`config.mk`:
```
export PLATFORM = sky130hd
export DESIGN_NAME = ebi_pin_if
export DESIGN_NICKNAME = d
export VERILOG_FILES = /design/src/ebi_pkg.sv /design/src/ebi_pin_if.sv
export VERILOG_INCLUDE_DIRS = /design/src
export SDC_FILE = /design/constraint.sdc
export NUM_CORES = 1
export LEC_CHECK = 0
export BUFFER_PORTS_ARGS = -buffer_cell sky130_fd_sc_hd__buf_2
export CORE_AREA = 2 2 114 83
export CTS_CLUSTER_SIZE = 40
export DETAILED_ROUTE_END_ITERATION = 6
export DIE_AREA = 0 0 116 85
export MAX_ROUTING_LAYER = met4
export PLACE_DENSITY_LB_ADDON = 0.05
export SYNTH_ARGS = -nofsm -noshare
export SYNTH_HDL_FRONTEND = slang
export SYNTH_SLANG_ARGS = --single-unit
```
`constraint.sdc`:
```
create_clock -name core_clk_i -period 1.9 [get_ports core_clk_i]
set_input_delay 0.285 -clock core_clk_i [delete_from_list [all_inputs] [get_ports core_clk_i]]
set_output_delay 0.285 -clock core_clk_i [all_outputs]
set_load 0.03 [all_outputs]
```
`src/ebi_params.svh`:
```
/*
 * Constants of the external bus pin interface.
 * Assumes inclusion before the package and the top module.
 */
`ifndef EBI_PARAMS_SVH
`define EBI_PARAMS_SVH

`define EBI_ADDR_W      24
`define EBI_DATA_W      16
`define EBI_AREAS       8
`define EBI_AREA_MSB    23
`define EBI_AREA_LSB    21
`define EBI_DRAM_AREA   3'h3
`define EBI_ADDR_RST    24'h00_0000
`define EBI_DATA_RST    16'h0000
`define EBI_AREA_IDLE   8'hff

`endif

```
`src/ebi_pkg.sv`:
```
/*
 * Types of the external bus pin interface: request, pin set, state.
 * Assumes ebi_params.svh is on the include path.
 */
`default_nettype none
`include "ebi_params.svh"

package ebi_pkg;

	typedef enum logic [2:0] {
		ST_IDLE,
		ST_ADDR,
		ST_STROBE,
		ST_REF_CAS,
		ST_REF_RAS,
		ST_FINISH,
		ST_HELD
	} bus_state_e;

	typedef struct packed {
		logic                     write;
		logic                     upper;
		logic                     lower;
		logic [`EBI_ADDR_W-1:0]   addr;
		logic [`EBI_DATA_W-1:0]   wdata;
	} bus_req_s;

	typedef struct packed {
		logic [`EBI_ADDR_W-1:0]   addr;
		logic [`EBI_AREAS-1:0]    area_n;
		logic                     addr_strobe_n;
		logic                     rd_n;
		logic                     upper_write_n;
		logic                     lower_write_n;
		logic                     refresh_cycle_n;
		logic                     grant_n;
		logic                     bus_oe_b;
		logic                     data_oe_b;
		logic [`EBI_DATA_W-1:0]   dout;
	} bus_pins_s;

	typedef struct packed {
		bus_state_e               state;
		bus_req_s                 req;
		bus_pins_s                pins;
		logic [`EBI_DATA_W-1:0]   rdata;
		logic                     ready;
		logic                     done;
		logic                     ref_ack;
	} bus_core_s;

endpackage

`default_nettype wire

```
`src/ebi_pin_if.sv`:
```
/*
 * External bus pin interface: masters address, data and strobes,
 * handles wait, hold request/grant, and DRAM on area 3.
 * Assumes all inputs synchronous to core_clk_i; pad logic joins the
 * separate in/out/enable signals of each pin.
 */
`default_nettype none
`include "ebi_params.svh"

// Functional notes
// the 24-line address output carries the address of every external access.
// the 16-line data bus is driven by us on writes and by the addressed party on reads.
// of eight active-low area selects only the one of the accessed area goes low.
// the address strobe is low while the address lines hold a valid address.
// the read strobe is low during cycles that read external space.
// the upper write strobe is low on writes whose bits 15 to 8 carry valid data.
// the lower write strobe is low on writes whose bits 7 to 0 carry valid data.
// an external party may hold the wait input low to stretch the access with wait states.
// an external master asks for the bus by pulling the hold request input low.
// the grant output goes low once the bus has been handed over.
// the refresh indicator is low during DRAM refresh cycles.
// with DRAM on area 3 the area 3 select is the row address strobe.
// with dual write-enable DRAM the read strobe is the single column strobe.
// with dual column-strobe DRAM the read strobe is the write enable.
// the upper write strobe is upper write enable or upper column strobe by DRAM type.
// the lower write strobe is lower write enable or lower column strobe by DRAM type.
// a running cycle ends before the grant, and all bus outputs float while granted.

module ebi_pin_if (
	input  wire logic                    core_clk_i,           // 10 MHz core clock
	input  wire logic                    rst_b_i,              // async reset, active low
	input  wire logic                    req_valid_i,          // access request
	input  wire ebi_pkg::bus_req_s       req_i,                // access details
	input  wire logic                    refresh_req_i,        // refresh wanted
	input  wire logic                    dram_area3_i,         // DRAM fitted on area 3
	input  wire logic                    dual_cas_i,           // 1: two CAS, 0: two WE
	output logic                         ready_o,              // may take a request
	output logic                         done_o,               // access finished pulse
	output logic [`EBI_DATA_W-1:0]       rdata_o,              // read data
	output logic                         ref_ack_o,            // refresh finished pulse
	output logic [`EBI_ADDR_W-1:0]       addr_o,               // address pins
	output logic [`EBI_DATA_W-1:0]       data_o,               // data pins, out
	output logic                         data_oe_b_o,          // data enable, low drives
	input  wire logic [`EBI_DATA_W-1:0]  data_i,               // data pins, in
	output logic [`EBI_AREAS-1:0]        area_sel_n_o,         // area selects
	output logic                         addr_strobe_n_o,      // address strobe
	output logic                         read_n_o,             // read / CAS / WE
	output logic                         upper_write_n_o,      // upper write, enable or column strobe
	output logic                         lower_write_n_o,      // lower write, enable or column strobe
	output logic                         bus_oe_b_o,           // addr+strobe enable, low drives
	input  wire logic                    wait_n_i,             // wait request
	input  wire logic                    bus_hold_request_n_i, // external master asks
	output logic                         bus_grant_n_o,        // bus handed over
	output logic                         refresh_cycle_n_o     // refresh in progress
);

	ebi_pkg::bus_core_s s;
	ebi_pkg::bus_core_s next_s;
	logic [2:0]         next_area;
	logic               next_dram;

	always_comb begin
		next_s         = s;
		next_s.done    = 1'b0;
		next_s.ref_ack = 1'b0;
		case (s.state)
			ebi_pkg::ST_IDLE: begin
				if (!bus_hold_request_n_i) begin
					next_s.state = ebi_pkg::ST_HELD;
				end else if (refresh_req_i && dram_area3_i) begin
					next_s.state = ebi_pkg::ST_REF_CAS;
				end else if (req_valid_i) begin
					next_s.state = ebi_pkg::ST_ADDR;
					next_s.req   = req_i;
				end
			end
			ebi_pkg::ST_ADDR: begin
				next_s.state = ebi_pkg::ST_STROBE;
			end
			ebi_pkg::ST_STROBE: begin
				// stay while wait is low
				if (wait_n_i) begin
					next_s.state = ebi_pkg::ST_FINISH;
					next_s.done  = 1'b1;
					if (!s.req.write) begin
						next_s.rdata = data_i;
					end
				end
			end
			ebi_pkg::ST_REF_CAS: begin
				next_s.state = ebi_pkg::ST_REF_RAS;
			end
			ebi_pkg::ST_REF_RAS: begin
				next_s.state   = ebi_pkg::ST_FINISH;
				next_s.ref_ack = 1'b1;
			end
			ebi_pkg::ST_FINISH: begin
				next_s.state = ebi_pkg::ST_IDLE;
			end
			ebi_pkg::ST_HELD: begin
				if (bus_hold_request_n_i) begin
					next_s.state = ebi_pkg::ST_IDLE;
				end
			end
			default: begin
				next_s.state = ebi_pkg::ST_IDLE;
			end
		endcase

		// pins follow the next state so every output comes from a flop
		next_area = next_s.req.addr[`EBI_AREA_MSB:`EBI_AREA_LSB];
		next_dram = dram_area3_i && (next_area == `EBI_DRAM_AREA);
		next_s.ready          = (next_s.state == ebi_pkg::ST_IDLE);
		next_s.pins.addr      = next_s.req.addr;
		next_s.pins.dout      = next_s.req.wdata;
		next_s.pins.area_n    = `EBI_AREA_IDLE;
		next_s.pins.addr_strobe_n   = 1'b1;
		next_s.pins.rd_n            = 1'b1;
		next_s.pins.upper_write_n   = 1'b1;
		next_s.pins.lower_write_n   = 1'b1;
		next_s.pins.refresh_cycle_n = 1'b1;
		next_s.pins.grant_n   = 1'b1;
		next_s.pins.bus_oe_b  = 1'b0;
		next_s.pins.data_oe_b = 1'b1;
		case (next_s.state)
			ebi_pkg::ST_ADDR, ebi_pkg::ST_STROBE: begin
				next_s.pins.area_n[next_area] = 1'b0;
				next_s.pins.addr_strobe_n     = 1'b0;
				next_s.pins.data_oe_b         = !next_s.req.write;
				if (next_s.state == ebi_pkg::ST_STROBE) begin
					if (next_dram && dual_cas_i) begin
						next_s.pins.rd_n = !next_s.req.write;
						next_s.pins.upper_write_n = !next_s.req.upper;
						next_s.pins.lower_write_n = !next_s.req.lower;
					end else begin
						// dual WE DRAM takes the read strobe as CAS
						next_s.pins.rd_n = next_s.req.write && !next_dram;
						next_s.pins.upper_write_n = !(next_s.req.write && next_s.req.upper);
						next_s.pins.lower_write_n = !(next_s.req.write && next_s.req.lower);
					end
				end
			end
			ebi_pkg::ST_REF_CAS, ebi_pkg::ST_REF_RAS: begin
				// CAS before RAS refresh, no address needed
				next_s.pins.refresh_cycle_n = 1'b0;
				if (dual_cas_i) begin
					next_s.pins.upper_write_n = 1'b0;
					next_s.pins.lower_write_n = 1'b0;
				end else begin
					next_s.pins.rd_n = 1'b0;
				end
				if (next_s.state == ebi_pkg::ST_REF_RAS) begin
					next_s.pins.area_n[`EBI_DRAM_AREA] = 1'b0;
				end
			end
			ebi_pkg::ST_HELD: begin
				next_s.pins.bus_oe_b = 1'b1;
				next_s.pins.grant_n  = 1'b0;
			end
			default: begin
			end
		endcase
	end

	always_ff @(posedge core_clk_i or negedge rst_b_i) begin
		if (!rst_b_i) begin
			s                <= '0;
			s.state          <= ebi_pkg::ST_IDLE;
			s.req.addr       <= `EBI_ADDR_RST;
			s.pins.area_n    <= `EBI_AREA_IDLE;
			s.pins.addr_strobe_n   <= 1'b1;
			s.pins.rd_n            <= 1'b1;
			s.pins.upper_write_n   <= 1'b1;
			s.pins.lower_write_n   <= 1'b1;
			s.pins.refresh_cycle_n <= 1'b1;
			s.pins.grant_n   <= 1'b1;
			s.pins.data_oe_b <= 1'b1;
			s.rdata          <= `EBI_DATA_RST;
		end else begin
			s <= next_s;
		end
	end

	assign ready_o           = s.ready;
	assign done_o            = s.done;
	assign rdata_o           = s.rdata;
	assign ref_ack_o         = s.ref_ack;
	assign addr_o            = s.pins.addr;
	assign data_o            = s.pins.dout;
	assign data_oe_b_o       = s.pins.data_oe_b;
	assign area_sel_n_o      = s.pins.area_n;
	assign addr_strobe_n_o   = s.pins.addr_strobe_n;
	assign read_n_o          = s.pins.rd_n;
	assign upper_write_n_o   = s.pins.upper_write_n;
	assign lower_write_n_o   = s.pins.lower_write_n;
	assign bus_oe_b_o        = s.pins.bus_oe_b;
	assign bus_grant_n_o     = s.pins.grant_n;
	assign refresh_cycle_n_o = s.pins.refresh_cycle_n;

	logic s_dram;
	assign s_dram = dram_area3_i && (s.req.addr[`EBI_AREA_MSB:`EBI_AREA_LSB] == `EBI_DRAM_AREA);
endmodule // ebi_pin_if

`default_nettype wire

```
**After elaboration in Yosys (flattened, before gate mapping)**

Cells that the tools add are included.

- Register bits after elaboration: 81
- Latch bits: 0
- Memory bits (writable): 0
- ROM bits: 0
- Input bits: 67
- Word-level logic and storage cells: 81
- Memories kept: 0

- Add/subtract/negate cells: 0
- Multiply operators: 0
- Div/mod/pow operators: 0
- Order comparisons: 2
- Equality and inequality tests: 11
- Shifts and indexed selects: 0
- Multiplexer cells: 26
- Bitwise gates (word level): 3
- Reduce and logical (&&, ||, !) cells: 19

Operators by type and width:

| operator | count |
|---|---|
| $mux W43 | 3 |
| $mux W46 | 1 |
| $mux W3 | 6 |
| $pmux W3 S6 | 1 |
| $eq A3 B2 Y1 const B | 5 |
| $eq A3 B3 Y1 const B | 4 |
| $mux W1 | 8 |
| $mux W4 | 2 |
| $not A8 Y8 | 1 |
| $logic_and A1 B1 Y1 | 7 |
| $eq A3 B1 Y1 const B | 2 |
| $logic_not A1 Y1 | 6 |
| $logic_not A3 Y1 | 2 |
| $pmux W3 S2 | 1 |
| $lt A3 B4 Y1 const B | 1 |
| $mux W2 | 2 |
| $reduce_and A4 Y1 | 1 |
| $reduce_or A2 Y1 | 2 |
| $demux W1 S3 | 1 |
| $ge A3 B1 Y1 const B | 1 |
| $reduce_and A3 Y1 | 1 |
| $not A1 Y1 | 2 |
| $pmux W1 S2 | 1 |

**Longest topological paths before layout**

- Depth in word-level cells: 11
- Mapped depth: 8
- Mapped depth without buffers: 6

**Worst setup path before layout**

Ideal clock, no wire load.

- Path type: register to register
- From: register s[118] in the netlist's numbering
- To: register s, in the netlist area_sel_n_o[2]
- Setup time: 0.099 ns
- Arrival: 1.755 ns
- Data required time: 1.801 ns
- Setup slack: 0.046 ns
- Cell stages (with the launch flop): 7
- Period minus slack after synthesis: 1.854 ns
- Cells stage by stage: dfrtp_1 buf_2 or3_4 a32oi_4 nand3_1 o21ai_4 a41oi_2

RTL lines:

| what | RTL line | text |
|---|---|---|
| start: declaration | ebi_pin_if.sv:57 | `ebi_pkg::bus_core_s s;` |
| start signal: assignment | ebi_pin_if.sv:180 | `s <= next_s;` |

==> impl_metrics.prom <==
# TYPE chip_impl_metric gauge
chip_impl_metric{name="rel_slew_slack",unit="%"} 70.73
chip_impl_metric{name="initial_standard_cell_utilization_of_the_core",unit="%"} 43.12
chip_impl_metric{name="synth_area",unit="mm2"} 0.003786
chip_impl_metric{name="synth_edf_count",unit=""} 0
chip_impl_metric{name="groute.usage.overall",unit="%"} 17.51
chip_impl_metric{name="ctsHtreeMaxLevel",unit=""} 3
chip_impl_metric{name="initial_antenna_violation_count",unit=""} 0
chip_impl_metric{name="internal_power",unit="mW"} 4.943
chip_impl_info{name="cts_tree",value="built"} 1
chip_impl_metric{name="synth-async-reset-ratio",unit="%"} 100.0
chip_impl_metric{name="route.vias.total",unit=""} 2752
chip_impl_metric{name="grt_start_max_net_pins",unit=""} 52
chip_impl_metric{name="max_cap_violations",unit=""} 0
chip_impl_metric{name="powerDensity",unit="mW/mm2"} 1816
chip_impl_metric{name="vias_in_the_first_global_route",unit=""} 2579
chip_impl_info{name="most-common-layout-cells",value="sky130_fd_sc_hd__buf_2, sky130_fd_sc_hd__nand2_1, sky130_fd_sc_hd__dfrtp_1"} 1
chip_impl_metric{name="dpl.cell_count",unit=""} 590
chip_impl_metric{name="finClkSkew",unit="ns"} 0.006302
chip_impl_metric{name="clock.fmax",unit="GHz"} 0.5297
chip_impl_metric{name="ys_seq_area_share",unit="%"} 54.03
chip_impl_metric{name="yosysTopAreaCellShare",unit="%"} 43.62
chip_impl_metric{name="cellLeakagePower",unit="nW"} 2.467
chip_impl_info{name="grt_setup_unrepaired",value="yes"} 1
chip_impl_metric{name="post_route_cells_drive_above_1_share",unit="%"} 49.59
chip_impl_metric{name="placement_rows",unit=""} 29
chip_impl_metric{name="grt_overflow_total",unit=""} 0
chip_impl_metric{name="core_area",unit="mm2"} 0.008781
chip_impl_metric{name="yosys_warnings",unit=""} 0
chip_impl_metric{name="postRouteWirelength",unit="um"} 8348
chip_impl_info{name="cts-root-buf",value="sky130_fd_sc_hd__clkbuf_16"} 1
chip_impl_metric{name="finish.net_count",unit=""} 550
chip_impl_info{name="synth.area.top_cells",value="sky130_fd_sc_hd__dfrtp_1, sky130_fd_sc_hd__buf_4, sky130_fd_sc_hd__nand2_1, sky130_fd_sc_hd__dfstp_2, sky130_fd_sc_hd__mux2_2"} 1
chip_impl_metric{name="route.detailed.vias_per_inst",unit=""} 4.497
chip_impl_metric{name="crit_fanout",unit=""} 9
chip_impl_info{name="timing.setup.critical_path_class",value="reg2reg"} 1
chip_impl_metric{name="postSynthRegisterBits",unit=""} 81
chip_impl_metric{name="gp_routability_congestion",unit=""} 0.7652
chip_impl_metric{name="report.final.hold_viol_count",unit=""} 0
chip_impl_metric{name="max-clock-path-buffers",unit=""} 2
chip_impl_info{name="ys_dominant_reg_cell",value="sky130_fd_sc_hd__dfrtp_1"} 1
chip_impl_metric{name="switching_power",unit="mW"} 3.712
chip_impl_metric{name="drtPass1Iterations",unit=""} 4
chip_impl_metric{name="clk_latency",unit="ns"} 0.33
chip_impl_metric{name="die_h",unit="um"} 85
chip_impl_metric{name="data_arrival_time_at_the_worst_slack_endpoint",unit="ns"} 2.12
chip_impl_metric{name="grt_first_pass_wirelength",unit="um"} 12810
chip_impl_metric{name="critPathRequiredTime",unit="ns"} 2.14
chip_impl_metric{name="numPortBuffers",unit=""} 141
chip_impl_metric{name="synthToLayoutAreaGrowth",unit="%"} 25.91
chip_impl_info{name="end_kind",value="register"} 1
chip_impl_metric{name="iter_0_drt_violations",unit=""} 180
chip_impl_metric{name="drc",unit=""} 0
chip_impl_metric{name="power.share.switching",unit="%"} 42.89
chip_impl_metric{name="diodes",unit=""} 0
chip_impl_metric{name="drtAntennaViolNets",unit=""} 0
chip_impl_metric{name="share_comb_of_total_power",unit="%"} 48.5
chip_impl_metric{name="wire_per_inst",unit="um"} 13.64
chip_impl_metric{name="finalCriticalPeriod",unit="ns"} 1.888
chip_impl_metric{name="io-pin-count",unit=""} 142
chip_impl_info{name="final_common_cell",value="sky130_fd_sc_hd__buf_2"} 1
chip_impl_metric{name="floorplan_die_area",unit="mm2"} 0.009860
chip_impl_metric{name="cts_made_buffers",unit=""} 9
chip_impl_metric{name="floorplan.die.width",unit="um"} 116
chip_impl_info{name="synth_area_leader_cell",value="sky130_fd_sc_hd__dfrtp_1"} 1
chip_impl_metric{name="total_power",unit="mW"} 8.655
chip_impl_metric{name="post_layout_nonfiller_instances",unit=""} 612
chip_impl_metric{name="peakVddDrop",unit="uV"} 875.7
chip_impl_metric{name="clockPowerShare",unit="%"} 18.0
chip_impl_info{name="setup.worst_path.start_class",value="register"} 1
chip_impl_metric{name="timing_worst_slew_pin_value",unit="ns"} 0.4390
chip_impl_metric{name="p_seq_share",unit="%"} 33.5
chip_impl_metric{name="netlist-cell-type-count",unit=""} 40
chip_impl_metric{name="finalSetupViolations",unit=""} 0
chip_impl_metric{name="cts.sink_count",unit=""} 81
chip_impl_metric{name="postSynthAreaPerCell",unit="um2"} 9.937
chip_impl_metric{name="post_synth_inst_count",unit=""} 381
chip_impl_info{name="timing.hold.worst.class",value="in2reg"} 1
chip_impl_metric{name="synth.net_count",unit=""} 448
chip_impl_info{name="status",value="finished, final reports clean"} 1
chip_impl_metric{name="detailedPlacementHpwl",unit="um"} 5900
chip_impl_metric{name="worst_hold_slack",unit="ns"} 0.1397
chip_impl_metric{name="final_min_period_over_clock_period",unit="%"} 99.37
chip_impl_metric{name="cts.clk_slew.worst_paths",unit="ns"} 0.06
chip_impl_metric{name="finalMaxSlewViolations",unit=""} 0
==> flip-flops by register name, indices dropped and copies added (netlist names) <==
signal and flops:
area_sel_n_o 8, bus_oe_b_o 1, bus_grant_n_o 1, upper_write_n_o 1
done_o 1, refresh_cycle_n_o 1, addr_strobe_n_o 1, ref_ack_o 1
rdata_o 16, data_oe_b_o 1, read_n_o 1, s 6
addr_o 24, ready_o 1, lower_write_n_o 1, data_o 16
==> cell type report <==
cell class,instances,area [um2]
Multi-Input combinational cell,213,1206
Inverter,4,15.01
Clock buffer,12,246.5
Timing Repair Buffer,174,1077
Fill cell,837,4014
Tap cell,124,155.1
Clock inverter,4,20.02
Sequential cell,81,2047
==> path summary, 6_finish.rpt <==
path                                   from                        end  slack, ns  cells after the start
setup / recovery           s[118]$_DFF_PN0_  area_sel_n_o[6]$_DFF_PN1_       0.01                      6
hold / removal                    req_i[22]      addr_o[6]$_DFFE_PN0P_       0.14                      3
setup reg to reg           s[118]$_DFF_PN0_  area_sel_n_o[6]$_DFF_PN1_       0.01                      6
hold reg to reg            s[116]$_DFF_PN0_  upper_write_n_o$_DFF_PN1_       0.43                      1
max in group asynchronous           rst_b_i  addr_strobe_n_o$_DFF_PN1_       0.79                      3
min in group asynchronous           rst_b_i     addr_o[19]$_DFFE_PN0P_       0.43                      2
==> timing repair <==
item	CTS	global route
resized for setup	0	15
buffers inserted	0	1
setup endpoints to repair	0	69
endpoints found under the hold margin	23	0
hold buffers	1	0
==> synth_stat cells, drive strengths merged, types with 3 or more instances <==
library cell / number
a31oi: 4
a22oi: 3
inv: 4
mux2: 18
dfrtp: 66
or2: 3
dfstp: 15
nand2: 132
nand3: 5
a21oi: 4
nor4b: 4
nor3: 4
o21ai: 4
buf: 76
nor2: 7
clkbuf: 8
nand2b: 3
==> layer usage <==
| layer | GRT usage (%) | wire length (um) | up-vias |
|---|---|---|---|
| met5 | - | 0 | - |
| met4 | 5.628 | 92 | 0 |
| met3 | 5.357 | 575 | 7 |
| met2 | 24.72 | 3580 | 103 |
| met1 | 24.19 | 4099 | 1273 |
| li1 | - | - | 1369 |
==> logic make-up after synthesis <==
kind of cell | count (synthesis) | synth area share [%]
flip-flops | 81 | 54.03
AO/OA/AOI/OAI | 24 | 5.255
multiplexers | 18 | 5.353
buffers and inverters | 88 | 15.90
AND/OR/NAND/NOR | 170 | 19.46
==> worst max-delay path, stage by stage (launching register included) <==
cell and delay (ns):
sky130_fd_sc_hd__dfrtp_1 0.41, sky130_fd_sc_hd__or3_4 0.42, sky130_fd_sc_hd__a32oi_4 0.30, sky130_fd_sc_hd__or2_4 0.25, sky130_fd_sc_hd__buf_12 0.16, sky130_fd_sc_hd__and4b_1 0.20
sky130_fd_sc_hd__a32oi_1 0.06
==> stage by stage <==
| stage | utilization (%) | instance area (um2) | TNS, ns | setup slack, ns |
|---|---|---|---|---|
| finish | 54.29 | 4767 | 0 | 0.01203 |
| global route | 54.29 | 4767 | -1.064 | -0.06641 |
| CTS | 52.58 | 4617 | 0 | 0.02430 |
| detailed placement | 49.43 | 4340 | 0 | 0.03998 |
| global placement | 49.43 | 4340 | 0 | 0.06358 |
| floorplan | - | 3786 | 0 | 0.04595 |
==> power groups by stage <==
stage	Clock (mW)	Sequential (mW)	Combinational [mW]
2_1_floorplan	0	2.98	3.38
6_report	1.55	2.90	4.20
5_1_grt	1.70	3.00	4.52
3_3_place_gp	0	2.89	4.02
4_1_cts	1.61	2.89	4.06
3_5_place_dp	0	2.91	4.06
Note: power is estimated with default switching activity, not from simulation.
